==> config.mk <==
export PLATFORM = sky130hd
export DESIGN_NAME = jtag_tap_with_tdo_mux
export DESIGN_NICKNAME = d
export VERILOG_FILES = /design/src/jtag_tap_with_tdo_mux.v
export VERILOG_INCLUDE_DIRS = /design/src /design/src/src
export SDC_FILE = /design/constraint.sdc
export NUM_CORES = 1
export LEC_CHECK = 0
export ABC_AREA = 1
export BUFFER_PORTS_ARGS = -buffer_cell sky130_fd_sc_hd__buf_4
export CORE_MARGIN = 4
export CORE_UTILIZATION = 25
export DETAILED_ROUTE_END_ITERATION = 10
export PLACE_DENSITY = 0.45
export SYNTH_ARGS = -nofsm -noshare
export SYNTH_HDL_FRONTEND = slang
export SYNTH_SLANG_ARGS = --single-unit
==> constraint.sdc <==
create_clock -name clock -period 1.86 [get_ports clock]
set_input_delay 0.558 -clock clock [delete_from_list [all_inputs] [get_ports clock]]
set_output_delay 0.558 -clock clock [all_outputs]
set_load 0.01 [all_outputs]
==> src/tap_defs.vh <==
`ifndef TAP_DEFS_VH
`define TAP_DEFS_VH

// --------------------------------------------------
// instruction chain
// --------------------------------------------------
`define TAP_IR_W 4
`define TAP_IR_CAPTURE 4'h1
`define TAP_OP_EXTEST 4'h0
`define TAP_OP_INTEST 4'h1
`define TAP_OP_SAMPLE 4'h2
`define TAP_OP_ABORT 4'h8
`define TAP_OP_DEBUG_PORT_ACCESS_INSTR 4'ha
`define TAP_OP_ACCESS_PORT_ACCESS_INSTR 4'hb
`define TAP_OP_IDCODE 4'he
`define TAP_OP_BYPASS 4'hf

// --------------------------------------------------
// data chains
// --------------------------------------------------
`define TAP_ID_W 32
// identification value is arbitrary
`define TAP_ID_DEFAULT 32'h0000_0001
`define TAP_BS_W 8
`define TAP_BYPASS_CAPTURE 1'b0

`endif
==> src/jtag_tap_with_tdo_mux.v <==
`include "tap_defs.vh"
`default_nettype none

module jtag_tap_with_tdo_mux #(
  parameter BS_W = `TAP_BS_W,
  parameter [`TAP_ID_W-1:0] ID_VALUE = `TAP_ID_DEFAULT
) (
  input wire clock,
  input wire resetn,
  input wire tck,
  input wire tms,
  input wire tdi,
  input wire test_resetn,
  input wire core_tdo,
  input wire [BS_W-1:0] pin_in,
  output reg tdo,
  output reg tdo_oe,
  output reg core_sel,
  output reg [BS_W-1:0] pin_out,
  output reg pin_apply,
  output reg [3:0] tap_state,
  output reg [`TAP_IR_W-1:0] instr
);

  // --------------------------------------------------
  // controller states
  // --------------------------------------------------
  localparam [3:0] ST_RESET = 4'h0;
  localparam [3:0] ST_IDLE = 4'h1;
  localparam [3:0] ST_SEL_DR = 4'h2;
  localparam [3:0] ST_CAP_DR = 4'h3;
  localparam [3:0] ST_SH_DR = 4'h4;
  localparam [3:0] ST_EX1_DR = 4'h5;
  localparam [3:0] ST_PAU_DR = 4'h6;
  localparam [3:0] ST_EX2_DR = 4'h7;
  localparam [3:0] ST_UPD_DR = 4'h8;
  localparam [3:0] ST_SEL_IR = 4'h9;
  localparam [3:0] ST_CAP_IR = 4'ha;
  localparam [3:0] ST_SH_IR = 4'hb;
  localparam [3:0] ST_EX1_IR = 4'hc;
  localparam [3:0] ST_PAU_IR = 4'hd;
  localparam [3:0] ST_EX2_IR = 4'he;
  localparam [3:0] ST_UPD_IR = 4'hf;

  // --------------------------------------------------
  // pin synchronisers
  // --------------------------------------------------
  reg tck_meta, tck_sync, tck_prev;
  reg tms_meta, tms_sync;
  reg tdi_meta, tdi_sync;
  reg trst_meta, trst_sync;
  reg [BS_W-1:0] pin_meta, pin_sync;

  always @(posedge clock or negedge resetn) begin
    if (!resetn) begin
      tck_meta <= 1'b0;
      tck_sync <= 1'b0;
      tck_prev <= 1'b0;
      tms_meta <= 1'b1;
      tms_sync <= 1'b1;
      tdi_meta <= 1'b1;
      tdi_sync <= 1'b1;
      trst_meta <= 1'b0;
      trst_sync <= 1'b0;
      pin_meta <= {BS_W{1'b0}};
      pin_sync <= {BS_W{1'b0}};
    end else begin
      tck_meta <= tck;
      tck_sync <= tck_meta;
      tck_prev <= tck_sync;
      tms_meta <= tms;
      tms_sync <= tms_meta;
      tdi_meta <= tdi;
      tdi_sync <= tdi_meta;
      trst_meta <= test_resetn;
      trst_sync <= trst_meta;
      pin_meta <= pin_in;
      pin_sync <= pin_meta;
    end
  end

  // tms and tdi share the tck delay, so they stay aligned to the edge
  wire tck_rise = tck_sync & ~tck_prev;
  wire tck_fall = ~tck_sync & tck_prev;

  // --------------------------------------------------
  // next state
  // --------------------------------------------------
  reg [3:0] next_state;

  always @* begin
    case (tap_state)
      ST_RESET: next_state = tms_sync ? ST_RESET : ST_IDLE;
      ST_IDLE: next_state = tms_sync ? ST_SEL_DR : ST_IDLE;
      ST_SEL_DR: next_state = tms_sync ? ST_SEL_IR : ST_CAP_DR;
      ST_CAP_DR: next_state = tms_sync ? ST_EX1_DR : ST_SH_DR;
      ST_SH_DR: next_state = tms_sync ? ST_EX1_DR : ST_SH_DR;
      ST_EX1_DR: next_state = tms_sync ? ST_UPD_DR : ST_PAU_DR;
      ST_PAU_DR: next_state = tms_sync ? ST_EX2_DR : ST_PAU_DR;
      ST_EX2_DR: next_state = tms_sync ? ST_UPD_DR : ST_SH_DR;
      ST_UPD_DR: next_state = tms_sync ? ST_SEL_DR : ST_IDLE;
      ST_SEL_IR: next_state = tms_sync ? ST_RESET : ST_CAP_IR;
      ST_CAP_IR: next_state = tms_sync ? ST_EX1_IR : ST_SH_IR;
      ST_SH_IR: next_state = tms_sync ? ST_EX1_IR : ST_SH_IR;
      ST_EX1_IR: next_state = tms_sync ? ST_UPD_IR : ST_PAU_IR;
      ST_PAU_IR: next_state = tms_sync ? ST_EX2_IR : ST_PAU_IR;
      ST_EX2_IR: next_state = tms_sync ? ST_UPD_IR : ST_SH_IR;
      ST_UPD_IR: next_state = tms_sync ? ST_SEL_DR : ST_IDLE;
      default: next_state = ST_RESET;
    endcase
  end

  // --------------------------------------------------
  // instruction decode
  // --------------------------------------------------
  reg [`TAP_IR_W-1:0] op;

  always @* begin
    case (instr)
      `TAP_OP_EXTEST,
      `TAP_OP_INTEST,
      `TAP_OP_SAMPLE,
      `TAP_OP_ABORT,
      `TAP_OP_DEBUG_PORT_ACCESS_INSTR,
      `TAP_OP_ACCESS_PORT_ACCESS_INSTR,
      `TAP_OP_IDCODE: op = instr;
      default: op = `TAP_OP_BYPASS;
    endcase
  end

  wire op_core = (op == `TAP_OP_ABORT) | (op == `TAP_OP_DEBUG_PORT_ACCESS_INSTR) |
                 (op == `TAP_OP_ACCESS_PORT_ACCESS_INSTR);
  wire op_apply = (op == `TAP_OP_EXTEST) | (op == `TAP_OP_INTEST);
  wire sel_id = (op == `TAP_OP_IDCODE);
  wire sel_bs = (op == `TAP_OP_SAMPLE);
  // apply instructions keep every data chain still
  wire sel_bypass = ~sel_id & ~sel_bs & ~op_apply;

  // --------------------------------------------------
  // chain strobes
  // --------------------------------------------------
  // one-cycle strobes on a seen tck rise; a stopped tck strobes nothing
  wire step = tck_rise & trst_sync;
  wire cap_ir = step & (tap_state == ST_CAP_IR);
  wire sh_ir = step & (tap_state == ST_SH_IR);
  wire upd_ir = step & (tap_state == ST_UPD_IR);
  wire cap_dr = step & (tap_state == ST_CAP_DR);
  wire sh_dr = step & (tap_state == ST_SH_DR);
  wire upd_dr = step & (tap_state == ST_UPD_DR);

  // --------------------------------------------------
  // controller state
  // --------------------------------------------------
  always @(posedge clock or negedge resetn) begin
    if (!resetn) begin
      tap_state <= ST_RESET;
    end else if (!trst_sync) begin
      // held here regardless of tck activity
      tap_state <= ST_RESET;
    end else if (tck_rise) begin
      tap_state <= next_state;
    end
  end

  // --------------------------------------------------
  // instruction chain and holding stage
  // --------------------------------------------------
  reg [`TAP_IR_W-1:0] ir_shift;

  always @(posedge clock or negedge resetn) begin
    if (!resetn) begin
      ir_shift <= `TAP_IR_CAPTURE;
    end else if (cap_ir) begin
      ir_shift <= `TAP_IR_CAPTURE;
    end else if (sh_ir) begin
      ir_shift <= {tdi_sync, ir_shift[`TAP_IR_W-1:1]};
    end
  end

  // reload on the way into reset, so the instruction is right
  // for every cycle spent there, even a stay of one tck
  always @(posedge clock or negedge resetn) begin
    if (!resetn) begin
      instr <= `TAP_OP_IDCODE;
    end else if (!trst_sync) begin
      instr <= `TAP_OP_IDCODE;
    end else if (tck_rise && next_state == ST_RESET) begin
      instr <= `TAP_OP_IDCODE;
    end else if (upd_ir) begin
      instr <= ir_shift;
    end
  end

  // --------------------------------------------------
  // bypass chain
  // --------------------------------------------------
  reg bypass_bit;

  always @(posedge clock or negedge resetn) begin
    if (!resetn) begin
      bypass_bit <= `TAP_BYPASS_CAPTURE;
    end else if (cap_dr && sel_bypass) begin
      bypass_bit <= `TAP_BYPASS_CAPTURE;
    end else if (sh_dr && sel_bypass) begin
      bypass_bit <= tdi_sync;
    end
  end

  // --------------------------------------------------
  // identification chain
  // --------------------------------------------------
  reg [`TAP_ID_W-1:0] id_shift;

  always @(posedge clock or negedge resetn) begin
    if (!resetn) begin
      id_shift <= {`TAP_ID_W{1'b0}};
    end else if (cap_dr && sel_id) begin
      id_shift <= ID_VALUE;
    end else if (sh_dr && sel_id) begin
      id_shift <= {tdi_sync, id_shift[`TAP_ID_W-1:1]};
    end
  end

  // --------------------------------------------------
  // boundary chain and pin hold stage
  // --------------------------------------------------
  reg [BS_W-1:0] bs_shift;

  always @(posedge clock or negedge resetn) begin
    if (!resetn) begin
      bs_shift <= {BS_W{1'b0}};
    end else if (cap_dr && sel_bs) begin
      bs_shift <= pin_sync;
    end else if (sh_dr && sel_bs) begin
      bs_shift <= {tdi_sync, bs_shift[BS_W-1:1]};
    end
  end

  // apply instructions drive the value last loaded by a sample update as it stands
  always @(posedge clock or negedge resetn) begin
    if (!resetn) begin
      pin_out <= {BS_W{1'b0}};
    end else if (upd_dr && sel_bs) begin
      pin_out <= bs_shift;
    end
  end

  // --------------------------------------------------
  // output mux and drive
  // --------------------------------------------------
  reg next_tdo;

  always @* begin
    if (tap_state == ST_SH_IR) begin
      next_tdo = ir_shift[0];
    end else if (op_core) begin
      next_tdo = core_tdo;
    end else if (op == `TAP_OP_IDCODE) begin
      next_tdo = id_shift[0];
    end else if (op == `TAP_OP_SAMPLE) begin
      next_tdo = bs_shift[0];
    end else begin
      next_tdo = bypass_bit;
    end
  end

  wire shifting = (tap_state == ST_SH_IR) | ((tap_state == ST_SH_DR) & ~op_apply);

  always @(posedge clock or negedge resetn) begin
    if (!resetn) begin
      tdo <= 1'b0;
      tdo_oe <= 1'b0;
      core_sel <= 1'b0;
      pin_apply <= 1'b0;
    end else begin
      core_sel <= op_core;
      pin_apply <= op_apply;
      if (!trst_sync) begin
        tdo_oe <= 1'b0;
      end else if (tck_fall) begin
        tdo <= next_tdo;
        tdo_oe <= shifting;
      end
    end
  end

endmodule // jtag_tap_with_tdo_mux

`default_nettype wire

Yosys cells after proc, flatten, opt, wreduce, memory -nomap -nowiden. Index checks and enable logic that the tools add are counted.

Bits in registers: 90. Logic and storage cells: 127.

Muxes and demuxes: 33. Reduce and logical (&&, ||, !) cells: 21. Bitwise operators: 21. Equal/unequal tests: 30.

Operator list (count): $eq 4x4->1 const B (16); $mux 32 (2); $mux 4 (12); $pmux 4 s12 (1); $eq 4x2->1 const B (4); $eq 4x3->1 const B (4); $logic_not 4->1 (4); $mux 8 (2); $and 1x1->1 (12); $eq 4x1->1 const B (3); $mux 1 (11); $logic_and 1x1->1 (8); $reduce_bool 2->1 (4); $reduce_or 7->1 (1); $mux 2 (3); $mux 3 (2); $not 1->1 (5); $ne 2x1->1 const B (2); $or 1x1->1 (4); $reduce_or 2->1 (2); $ne 3x1->1 const B (1); $reduce_or 3->1 (1); $reduce_and 2->1 (1).

Logic depth before layout (Yosys ltp). Gate-level depths: netlist of the first run.

Word-level depth: 10. Depth in mapped cells: 10. Gate-level depth less buffers: 10.

Worst setup path before layout of the first run. Ideal clock, no wire load.

Path kind: register to register. Start point: register instr[1]. End point: register id_shift[21]. Arrival: 1.556 ns. Setup slack: 0.179 ns. Cell stages (with the launch flop): 7. Period minus slack after synthesis: 1.681 ns. Cells stage by stage: dfstp_2 inv_2 nor2_1 nand3_2 nor3_4 buf_4 o22ai_2.

Cells in the longest elaborated chain, start to end: 6.

RTL lines: start, declared (RTL line jtag_tap_with_tdo_mux.v:22) `` output reg [`TAP_IR_W-1:0] instr ``; start signal, assigned (RTL line jtag_tap_with_tdo_mux.v:184) `` instr <= `TAP_OP_IDCODE; ``; start signal, assigned (RTL line jtag_tap_with_tdo_mux.v:186) `` instr <= `TAP_OP_IDCODE; ``; start signal, assigned (RTL line jtag_tap_with_tdo_mux.v:188) `` instr <= `TAP_OP_IDCODE; ``; $eq 4x1->1 (tied with other cells) (RTL line jtag_tap_with_tdo_mux.v:119) `case (instr)`; $reduce_or 7->1 (RTL line jtag_tap_with_tdo_mux.v:119); $mux 4 (*) (RTL line jtag_tap_with_tdo_mux.v:119); $eq 4x4->1 (no source line) (*); $logic_and 1x1->1, on equally long branches (RTL line jtag_tap_with_tdo_mux.v:217, jtag_tap_with_tdo_mux.v:219); $mux 32 or $reduce_bool 2->1 (tied branches); end signal, assigned (RTL line jtag_tap_with_tdo_mux.v:216) `` id_shift <= {`TAP_ID_W{1'b0}}; ``; end signal, assigned (RTL line jtag_tap_with_tdo_mux.v:220) `` id_shift <= {tdi_sync, id_shift[`TAP_ID_W-1:1]}; ``; end, declared (RTL line jtag_tap_with_tdo_mux.v:212) `` reg [`TAP_ID_W-1:0] id_shift; ``.

Every way passes the cells marked *; elsewhere a longest branch is shown, timed or not. A chain may end at the register's enable or synchronous reset.

Final worst setup path of the first run.
Start point: register tap_state[1]. End point: register id_shift[24].

Cells in the longest elaborated chain, start to end: 4.

RTL lines: start, declared (RTL line jtag_tap_with_tdo_mux.v:21) `output reg [3:0] tap_state,`; start signal, assigned (RTL line jtag_tap_with_tdo_mux.v:161) `tap_state <= next_state;`; $eq 4x2->1 or $eq 4x3->1 (tied branches) (RTL line jtag_tap_with_tdo_mux.v:147, jtag_tap_with_tdo_mux.v:148); $and 1x1->1, on equally long branches (RTL line jtag_tap_with_tdo_mux.v:147, jtag_tap_with_tdo_mux.v:148); $logic_and 1x1->1, on equally long branches (RTL line jtag_tap_with_tdo_mux.v:217, jtag_tap_with_tdo_mux.v:219); $mux 32 or $reduce_bool 2->1 (tied branches).

Parallel ways exist; a longest one is shown, timed or not.

==> results of run 1 <==
-- Yosys cell counts (all sizes together) --
library cell / count / area (µm²)
a32oi: 1 / 8.76
buf: 10 / 98.8
o211ai: 2 / 15.0
nand3: 15 / 80.1
nand4: 3 / 18.8
a21oi: 9 / 45.0
a31oi: 1 / 6.26
nand2: 62 / 243
dfstp: 8 / 210
o21ai: 23 / 115
o31ai: 1 / 7.51
clkbuf: 2 / 7.51
o21bai: 1 / 7.51
nor2: 35 / 163
inv: 67 / 254
dfrtp: 82 / 2050
nor3: 3 / 37.5
o22ai: 43 / 457
-- final cells by class --
type / count / area (µm²)
multi-input cells: 200 / 1240
flip-flops and latches: 90 / 2260
repair buffers: 79 / 719
inverters: 67 / 254
fillers: 1511 / 9760
clock buffers: 11 / 233
clock inverters: 5 / 55.1
well taps: 184 / 230
-- power breakdown --
part | switching, mW | total, mW | internal (mW)
clock network | 0.736 | 1.77 | 1.04
registers | 0.0154 | 2.01 | 2.00
logic | 0.109 | 0.177 | 0.0682
total | 0.861 | 3.96 | 3.10
-- layer usage --
metal | wire (µm) | vias up | GRT usage [%] | part of all wire [%]
met5 | 0 | - | 0 | 0
met4 | 125 | 0 | 4.61 | 1.5
met3 | 330 | 9 | 2.10 | 3.9
met2 | 3870 | 58 | 14.6 | 46
met1 | 4050 | 1333 | 13.2 | 48
li1 | - | 1354 | - | -
-- state kept, by name (all words and copies together), names as in the netlist, 4 cells and up --
name and cells:
bs_shift 8, ir_shift 4, tap_state 4, pin_out 8, instr 4, id_shift 32, pin_meta 8, pin_sync 8
-- logic make-up (layout without fill, tap and decap cells) --
| kind of cell | after synthesis | in the layout |
|---|---|---|
| simple gates | 118 | 119 |
| compound gates | 81 | 81 |
| buf+inv | 79 | 162 |
| flops | 90 | 90 |
-- path summary, 6_finish.rpt --
kind | startpoint | endpoint | slack [ns] | cells after the start
setup / recovery | tap_state[1] | id_shift[24] | 0.09 | 8
hold / removal | resetn | id_shift[23] | 0.1 | 1
setup reg to reg | tap_state[1] | id_shift[24] | 0.09 | 8
hold reg to reg | pin_meta[3] | pin_sync[3] | 0.35 | 0
max in group asynchronous | resetn | instr[2] | 1.17 | 2
min in group clock | pin_in[7] | pin_meta[7] | 0.33 | 1
-- critical path, stage by stage, from the launching register on --
cell and delay, ns:
dfrtp_1 0.41, nand2_1 0.15, nor2_1 0.17, nor2_2 0.08
buf_4 0.14, nor3_4 0.26, buf_6 0.18, clkbuf_16 0.17
o22ai_2 0.07
-- repair_timing --
item                       CTS  global route
gates resized for setup      1             7
setup endpoints to repair   33            37
pin swaps                    1             3
buffers inserted             0             7
cloned                       0             3
==> results by group, run 1 <==
Final layout
  – Layout cells sized above 1: 33.2%
  – Finished Layout Cells: 636
  – Finished Cell Area: 5000 µm²
  – Final nets: 462
  – Area Growth Syn to Fin: 30.6%
  – Fin util: 33.9%
  – Commonest non-fill, non-tap cell in the layout: dfrtp_1
  – ANT cells: 0
  – Most frequent cells in the layout: dfrtp_1, buf_4, inv_1

Routing
  – WL final: 8380 µm
  – Vias per cell: 4.33
  – Antenna-violating nets left: 0
  – First-pass DRT Iterations: 4
  – 1st-iter DRT viols: 174
  – Wirelength per Cell: 13.2 µm
  – Post-route DRC: 0
  – DR vias: 2754

Power and ir drop
  – LEAKAGE: 2.30 nW
  – Peak VDD IR: 0.367 mV
  – Overall Power: 3.96 mW
  – Power density over the cells: 793 nW/µm²

STA
  – Worst setup margin: 0.0892 ns
  – Final number of setup-violating endpoints: 0
  – Maximum clock rate: 0.565 GHz
  – Tmin final: 1.77 ns
  – Clk_skew: 0.00676 ns
  – Sum Neg Setup Slack: 0 ns
  – Hold slack: 0.0972 ns
  – Relative slew slack: 76.7%
  – Worst-margin pin slew: 0.349 ns
  – Final hold viol count: 0
  – Final period utilization: 95.2%
  – Final Max Slew Viols: 0

Floorplan
  – FP Rows: 44
  – Die area: 17300 µm²
  – Die height: 132 µm
  – IO Pins: 35
  – Die width: 132 µm
  – Core ar.: 14800 µm²
  – Initial Util: 25.9%

Synth
  – Mux share of post-synthesis cell area: 0%
  – Syn. warnings: 0
  – Flops & latches, synth: 90
  – Synthesized Nets: 383
  – Post-synthesis compound-gate area fraction: 17.3%
  – Unique masters post-synth: 30
  – Synth Area in Adders: 0%
  – Syn Inst Count: 368
  – Avg Cell Area, Syn: 10.4 µm²
  – Synthesized cell area: 3830 µm²
  – Sequential cell area fraction in the yosys report: 59.1%
  – Simple-gate share of the synthesized area: 14.2%
  – Largest family of logic cells by synthesized area: compound AO/OA/AOI/OAI gates
  – Xor/xnor share of the synthesized area: 0%

Clock tree
  – CTS tree: yes
  – Worst-skew pair later-pin latency: 0.34 ns
  – CTS H-Tree Depth: 3
  – Clk buf depth: 2
  – Total clock sinks: 90
  – Clk root buf: clkbuf_16
  – Clk slew on worst S/H paths: 0.06 ns
  – Hold bufs inserted after CTS: 0
  – TritonCTS buffer count: 9

Setup path
  – Crit end category: flip-flop
  – Element type at the critical path start: flip-flop
  – Worst Setup Path Type: flip-flop to flip-flop
  – CP Max Fanout: 12
  – Arrival time worst endpoint: 1.99 ns
  – WP data required: 2.08 ns

Place
  – Placer Congestion: 0.861
  – Pre-CTS setup slack: -0.111 ns
  – I/O Buffers: 34
  – Post-Place Cells: 611
  – Area after DPL: 4570 µm²
  – Hpwl dp: 5770 µm

GRT
  – Tot GR Track Use: 9.67%
  – Largest net degree at the start of global routing: 31
  – Grt total ovfl: 0
  – Global-route wire length before repair: 13700 µm
  – Vias in the first global route: 2724
  – Initial antenna violation count: 0

Job
  – Max Cap Viol: 0

Outcome
  – Run status: finished, final reports clean

Hold path
  – Hold Path Class: input port to asynchronous set/reset pin
Note: power is estimated with default switching activity, not from simulation.
==> inputs of run 2 (changes only) <==
Settings changed: PLACE_DENSITY 0.45 to not set.
==> run 2 against run 1 <==
Count of clock-buffer cells in the layout is 2 lower; final area is 5.5% lower; utilization is 1.9 points lower; fmax is 0.64% higher; non-clock buffer count is 27 lower; sequential cell count stayed put; largest power group unchanged; critical path type unchanged; clock power is 6% higher; sequential power hardly changed; first-iteration DRC count is 64% higher; worst setup slack better by 0.011 ns; register-to-register slack hardly changed; die area stayed put; highest routed layer unchanged.
==> results by group, run 2 (synthesis gave the netlist of run 1 again) <==
STA
  – Final period utilization: 94.6%
  – Unrepaired setup endpoints after global routing: true
  – Final Max Slew Viols: 0
  – Tmin final: 1.76 ns
  – Clk_skew: 0.0130 ns
  – Final number of setup-violating endpoints: 0
  – Worst-margin pin slew: 0.400 ns
  – Maximum clock rate: 0.568 GHz
  – Relative slew slack: 73.3%
  – Worst setup margin: 0.100 ns
  – Final hold viol count: 0

GRT
  – Tot GR Track Use: 8.94%
  – Grt total ovfl: 0
  – Global-route wire length before repair: 12600 µm
  – Initial antenna violation count: 0
  – Largest net degree at the start of global routing: 34
  – Vias in the first global route: 2639

Final layout
  – Area Growth Syn to Fin: 23.4%
  – Final nets: 434
  – Fillers: 1503
  – Layout cells sized above 1: 28.8%
  – Area used by multi-input combinational logic: 1210 µm²
  – Commonest non-fill, non-tap cell in the layout: dfrtp_1
  – ANT cells: 0
  – Most frequent cells in the layout: dfrtp_1, inv_1, nand2_1
  – Register area: 2260 µm²
  – Largest register FFs: 32
  – Top reg by flops: id_shift

Outcome
  – Run status: finished, final reports clean

Power and ir drop
  – Power density over the cells: 855 nW/µm²
  – Overall Power: 4.04 mW
  – Peak VDD IR: 0.512 mV
  – LEAKAGE: 2.16 nW

Routing
  – First-pass DRT Iterations: 4
  – WL final: 7570 µm
  – 1st-iter DRT viols: 285
  – Wirelength per Cell: 12.5 µm
  – Post-route DRC: 0
  – Antenna-violating nets left: 0
  – DR vias: 2637
  – Vias per cell: 4.34

Floorplan
  – Die width: 132 µm
  – FP Rows: 44
  – Die area: 17300 µm²
  – Initial Util: 25.9%
  – Core ar.: 14800 µm²
  – Die height: 132 µm
  – IO Pins: 35

Setup path
  – Worst path slowest cell: dfstp_2
  – Worst Path Buf+Inv: 3
  – Worst path max stage delay: 0.57 ns
  – Worst Setup Path Type: flip-flop to flip-flop
  – CP top delay family: simple AND/OR/NAND/NOR gates
  – CP Max Fanout: 17
  – Crit-path most repeated cell: nor2_1
  – Arrival time worst endpoint: 2.03 ns
  – Element type at the critical path start: flip-flop
  – WP data required: 2.13 ns
  – Crit end category: flip-flop
  – Critical Path, Cell by Cell: inv_2 > nor2_1 > nand3_2 > nor3_4 > buf_4 > buf_12 > nor2_1 > a31oi_1

Place
  – I/O Buffers: 34
  – Hpwl dp: 5370 µm
  – Pre-CTS setup slack: 0.112 ns
  – Placer Congestion: 0.816

Clock tree
  – Hold bufs inserted after CTS: 0
  – Clk buf depth: 2
  – Worst-skew pair later-pin latency: 0.35 ns
  – CTS tree: yes
  – Clk slew on worst S/H paths: 0.07 ns
  – Clk root buf: clkbuf_16
  – Total clock sinks: 90
  – CTS H-Tree Depth: 3
  – TritonCTS buffer count: 9

Job
  – Max Cap Viol: 0

Hold path
  – Hold Path Class: input port to asynchronous set/reset pin
[run 2: changes by cell type in the layout (fill, tap and decap cells not counted), sizes merged]
cell / change
buf: -26
clkbuf: -3
inv: +3
clkinv: -1
nand2: -1
[run 2: worst reg2reg max path, cell delays in order (launching register included)]
cell and delay (ns):
dfstp_2 0.57, inv_2 0.04, nor2_1 0.14, nand3_2 0.15
nor3_4 0.27, buf_4 0.17, buf_12 0.16, nor2_1 0.05
a31oi_1 0.13
[run 2: layout make-up]
| type | instances | share of cell area (%) |
|---|---|---|
| sequential | 90 | 47.9 |
| tap | 184 | 4.88 |
| clock inverter | 7 | 1.80 |
| clock buffer | 9 | 4.77 |
| inverter | 67 | 5.38 |
| multi-input combinational | 199 | 25.6 |
| timing repair buffer | 52 | 9.70 |
[run 2: worst paths after layout]
kind / startpoint / to / slack, ns / cells past startpoint
worst max-delay path: instr[1] / id_shift[0] / 0.10 / 8
worst min-delay path: resetn / bypass_bit / 0.13 / 1
worst max register to register: instr[1] / id_shift[0] / 0.10 / 8
worst min register to register: pin_meta[7] / pin_sync[7] / 0.35 / 0
max in group asynchronous: resetn / tdi_sync / 1.14 / 2
min in group clock: tms / tms_meta / 0.32 / 1
[run 2: power breakdown]
part	total (mW)	switching, mW	internal [mW]
logic	0.158	0.101	0.0563
clock network	1.87	0.799	1.07
registers	2.01	0.0173	1.99
total	4.04	0.918	3.12
[run 2: timing repair]
action                                  in CTS  in global routing
endpoints found under the setup margin       0                 21
gates resized for setup                      0                  1
setup buffers                                0                  2
[run 2: routing by layer]
metal  part of all wire [%]  GRT usage, %  wire (µm)  up-vias
met2                     46          14.0       3520       70
met1                     46          11.6       3500     1254
li1                       -             -          -     1301
met3                    5.3          2.29        404       12
met5                      0             0          0        -
met4                    2.0          4.20        148        0
[run 2: stage by stage]
stage / area, µm² / std cells / utilization [%] / hold slack, ns / setup TNS (ns)
after detailed placement: 4370 / 589 / 29.6 / 0.335 / 0
final: 4720 / 608 / 32.0 / 0.135 / 0
after floorplan: 3830 / 368 / - / 0.262 / 0
after CTS: 4680 / 605 / 31.7 / 0.148 / 0
after global routing: 4720 / 608 / 32.0 / 0.166 / -0.0526
after global placement: 4370 / 589 / 29.6 / 0.335 / 0
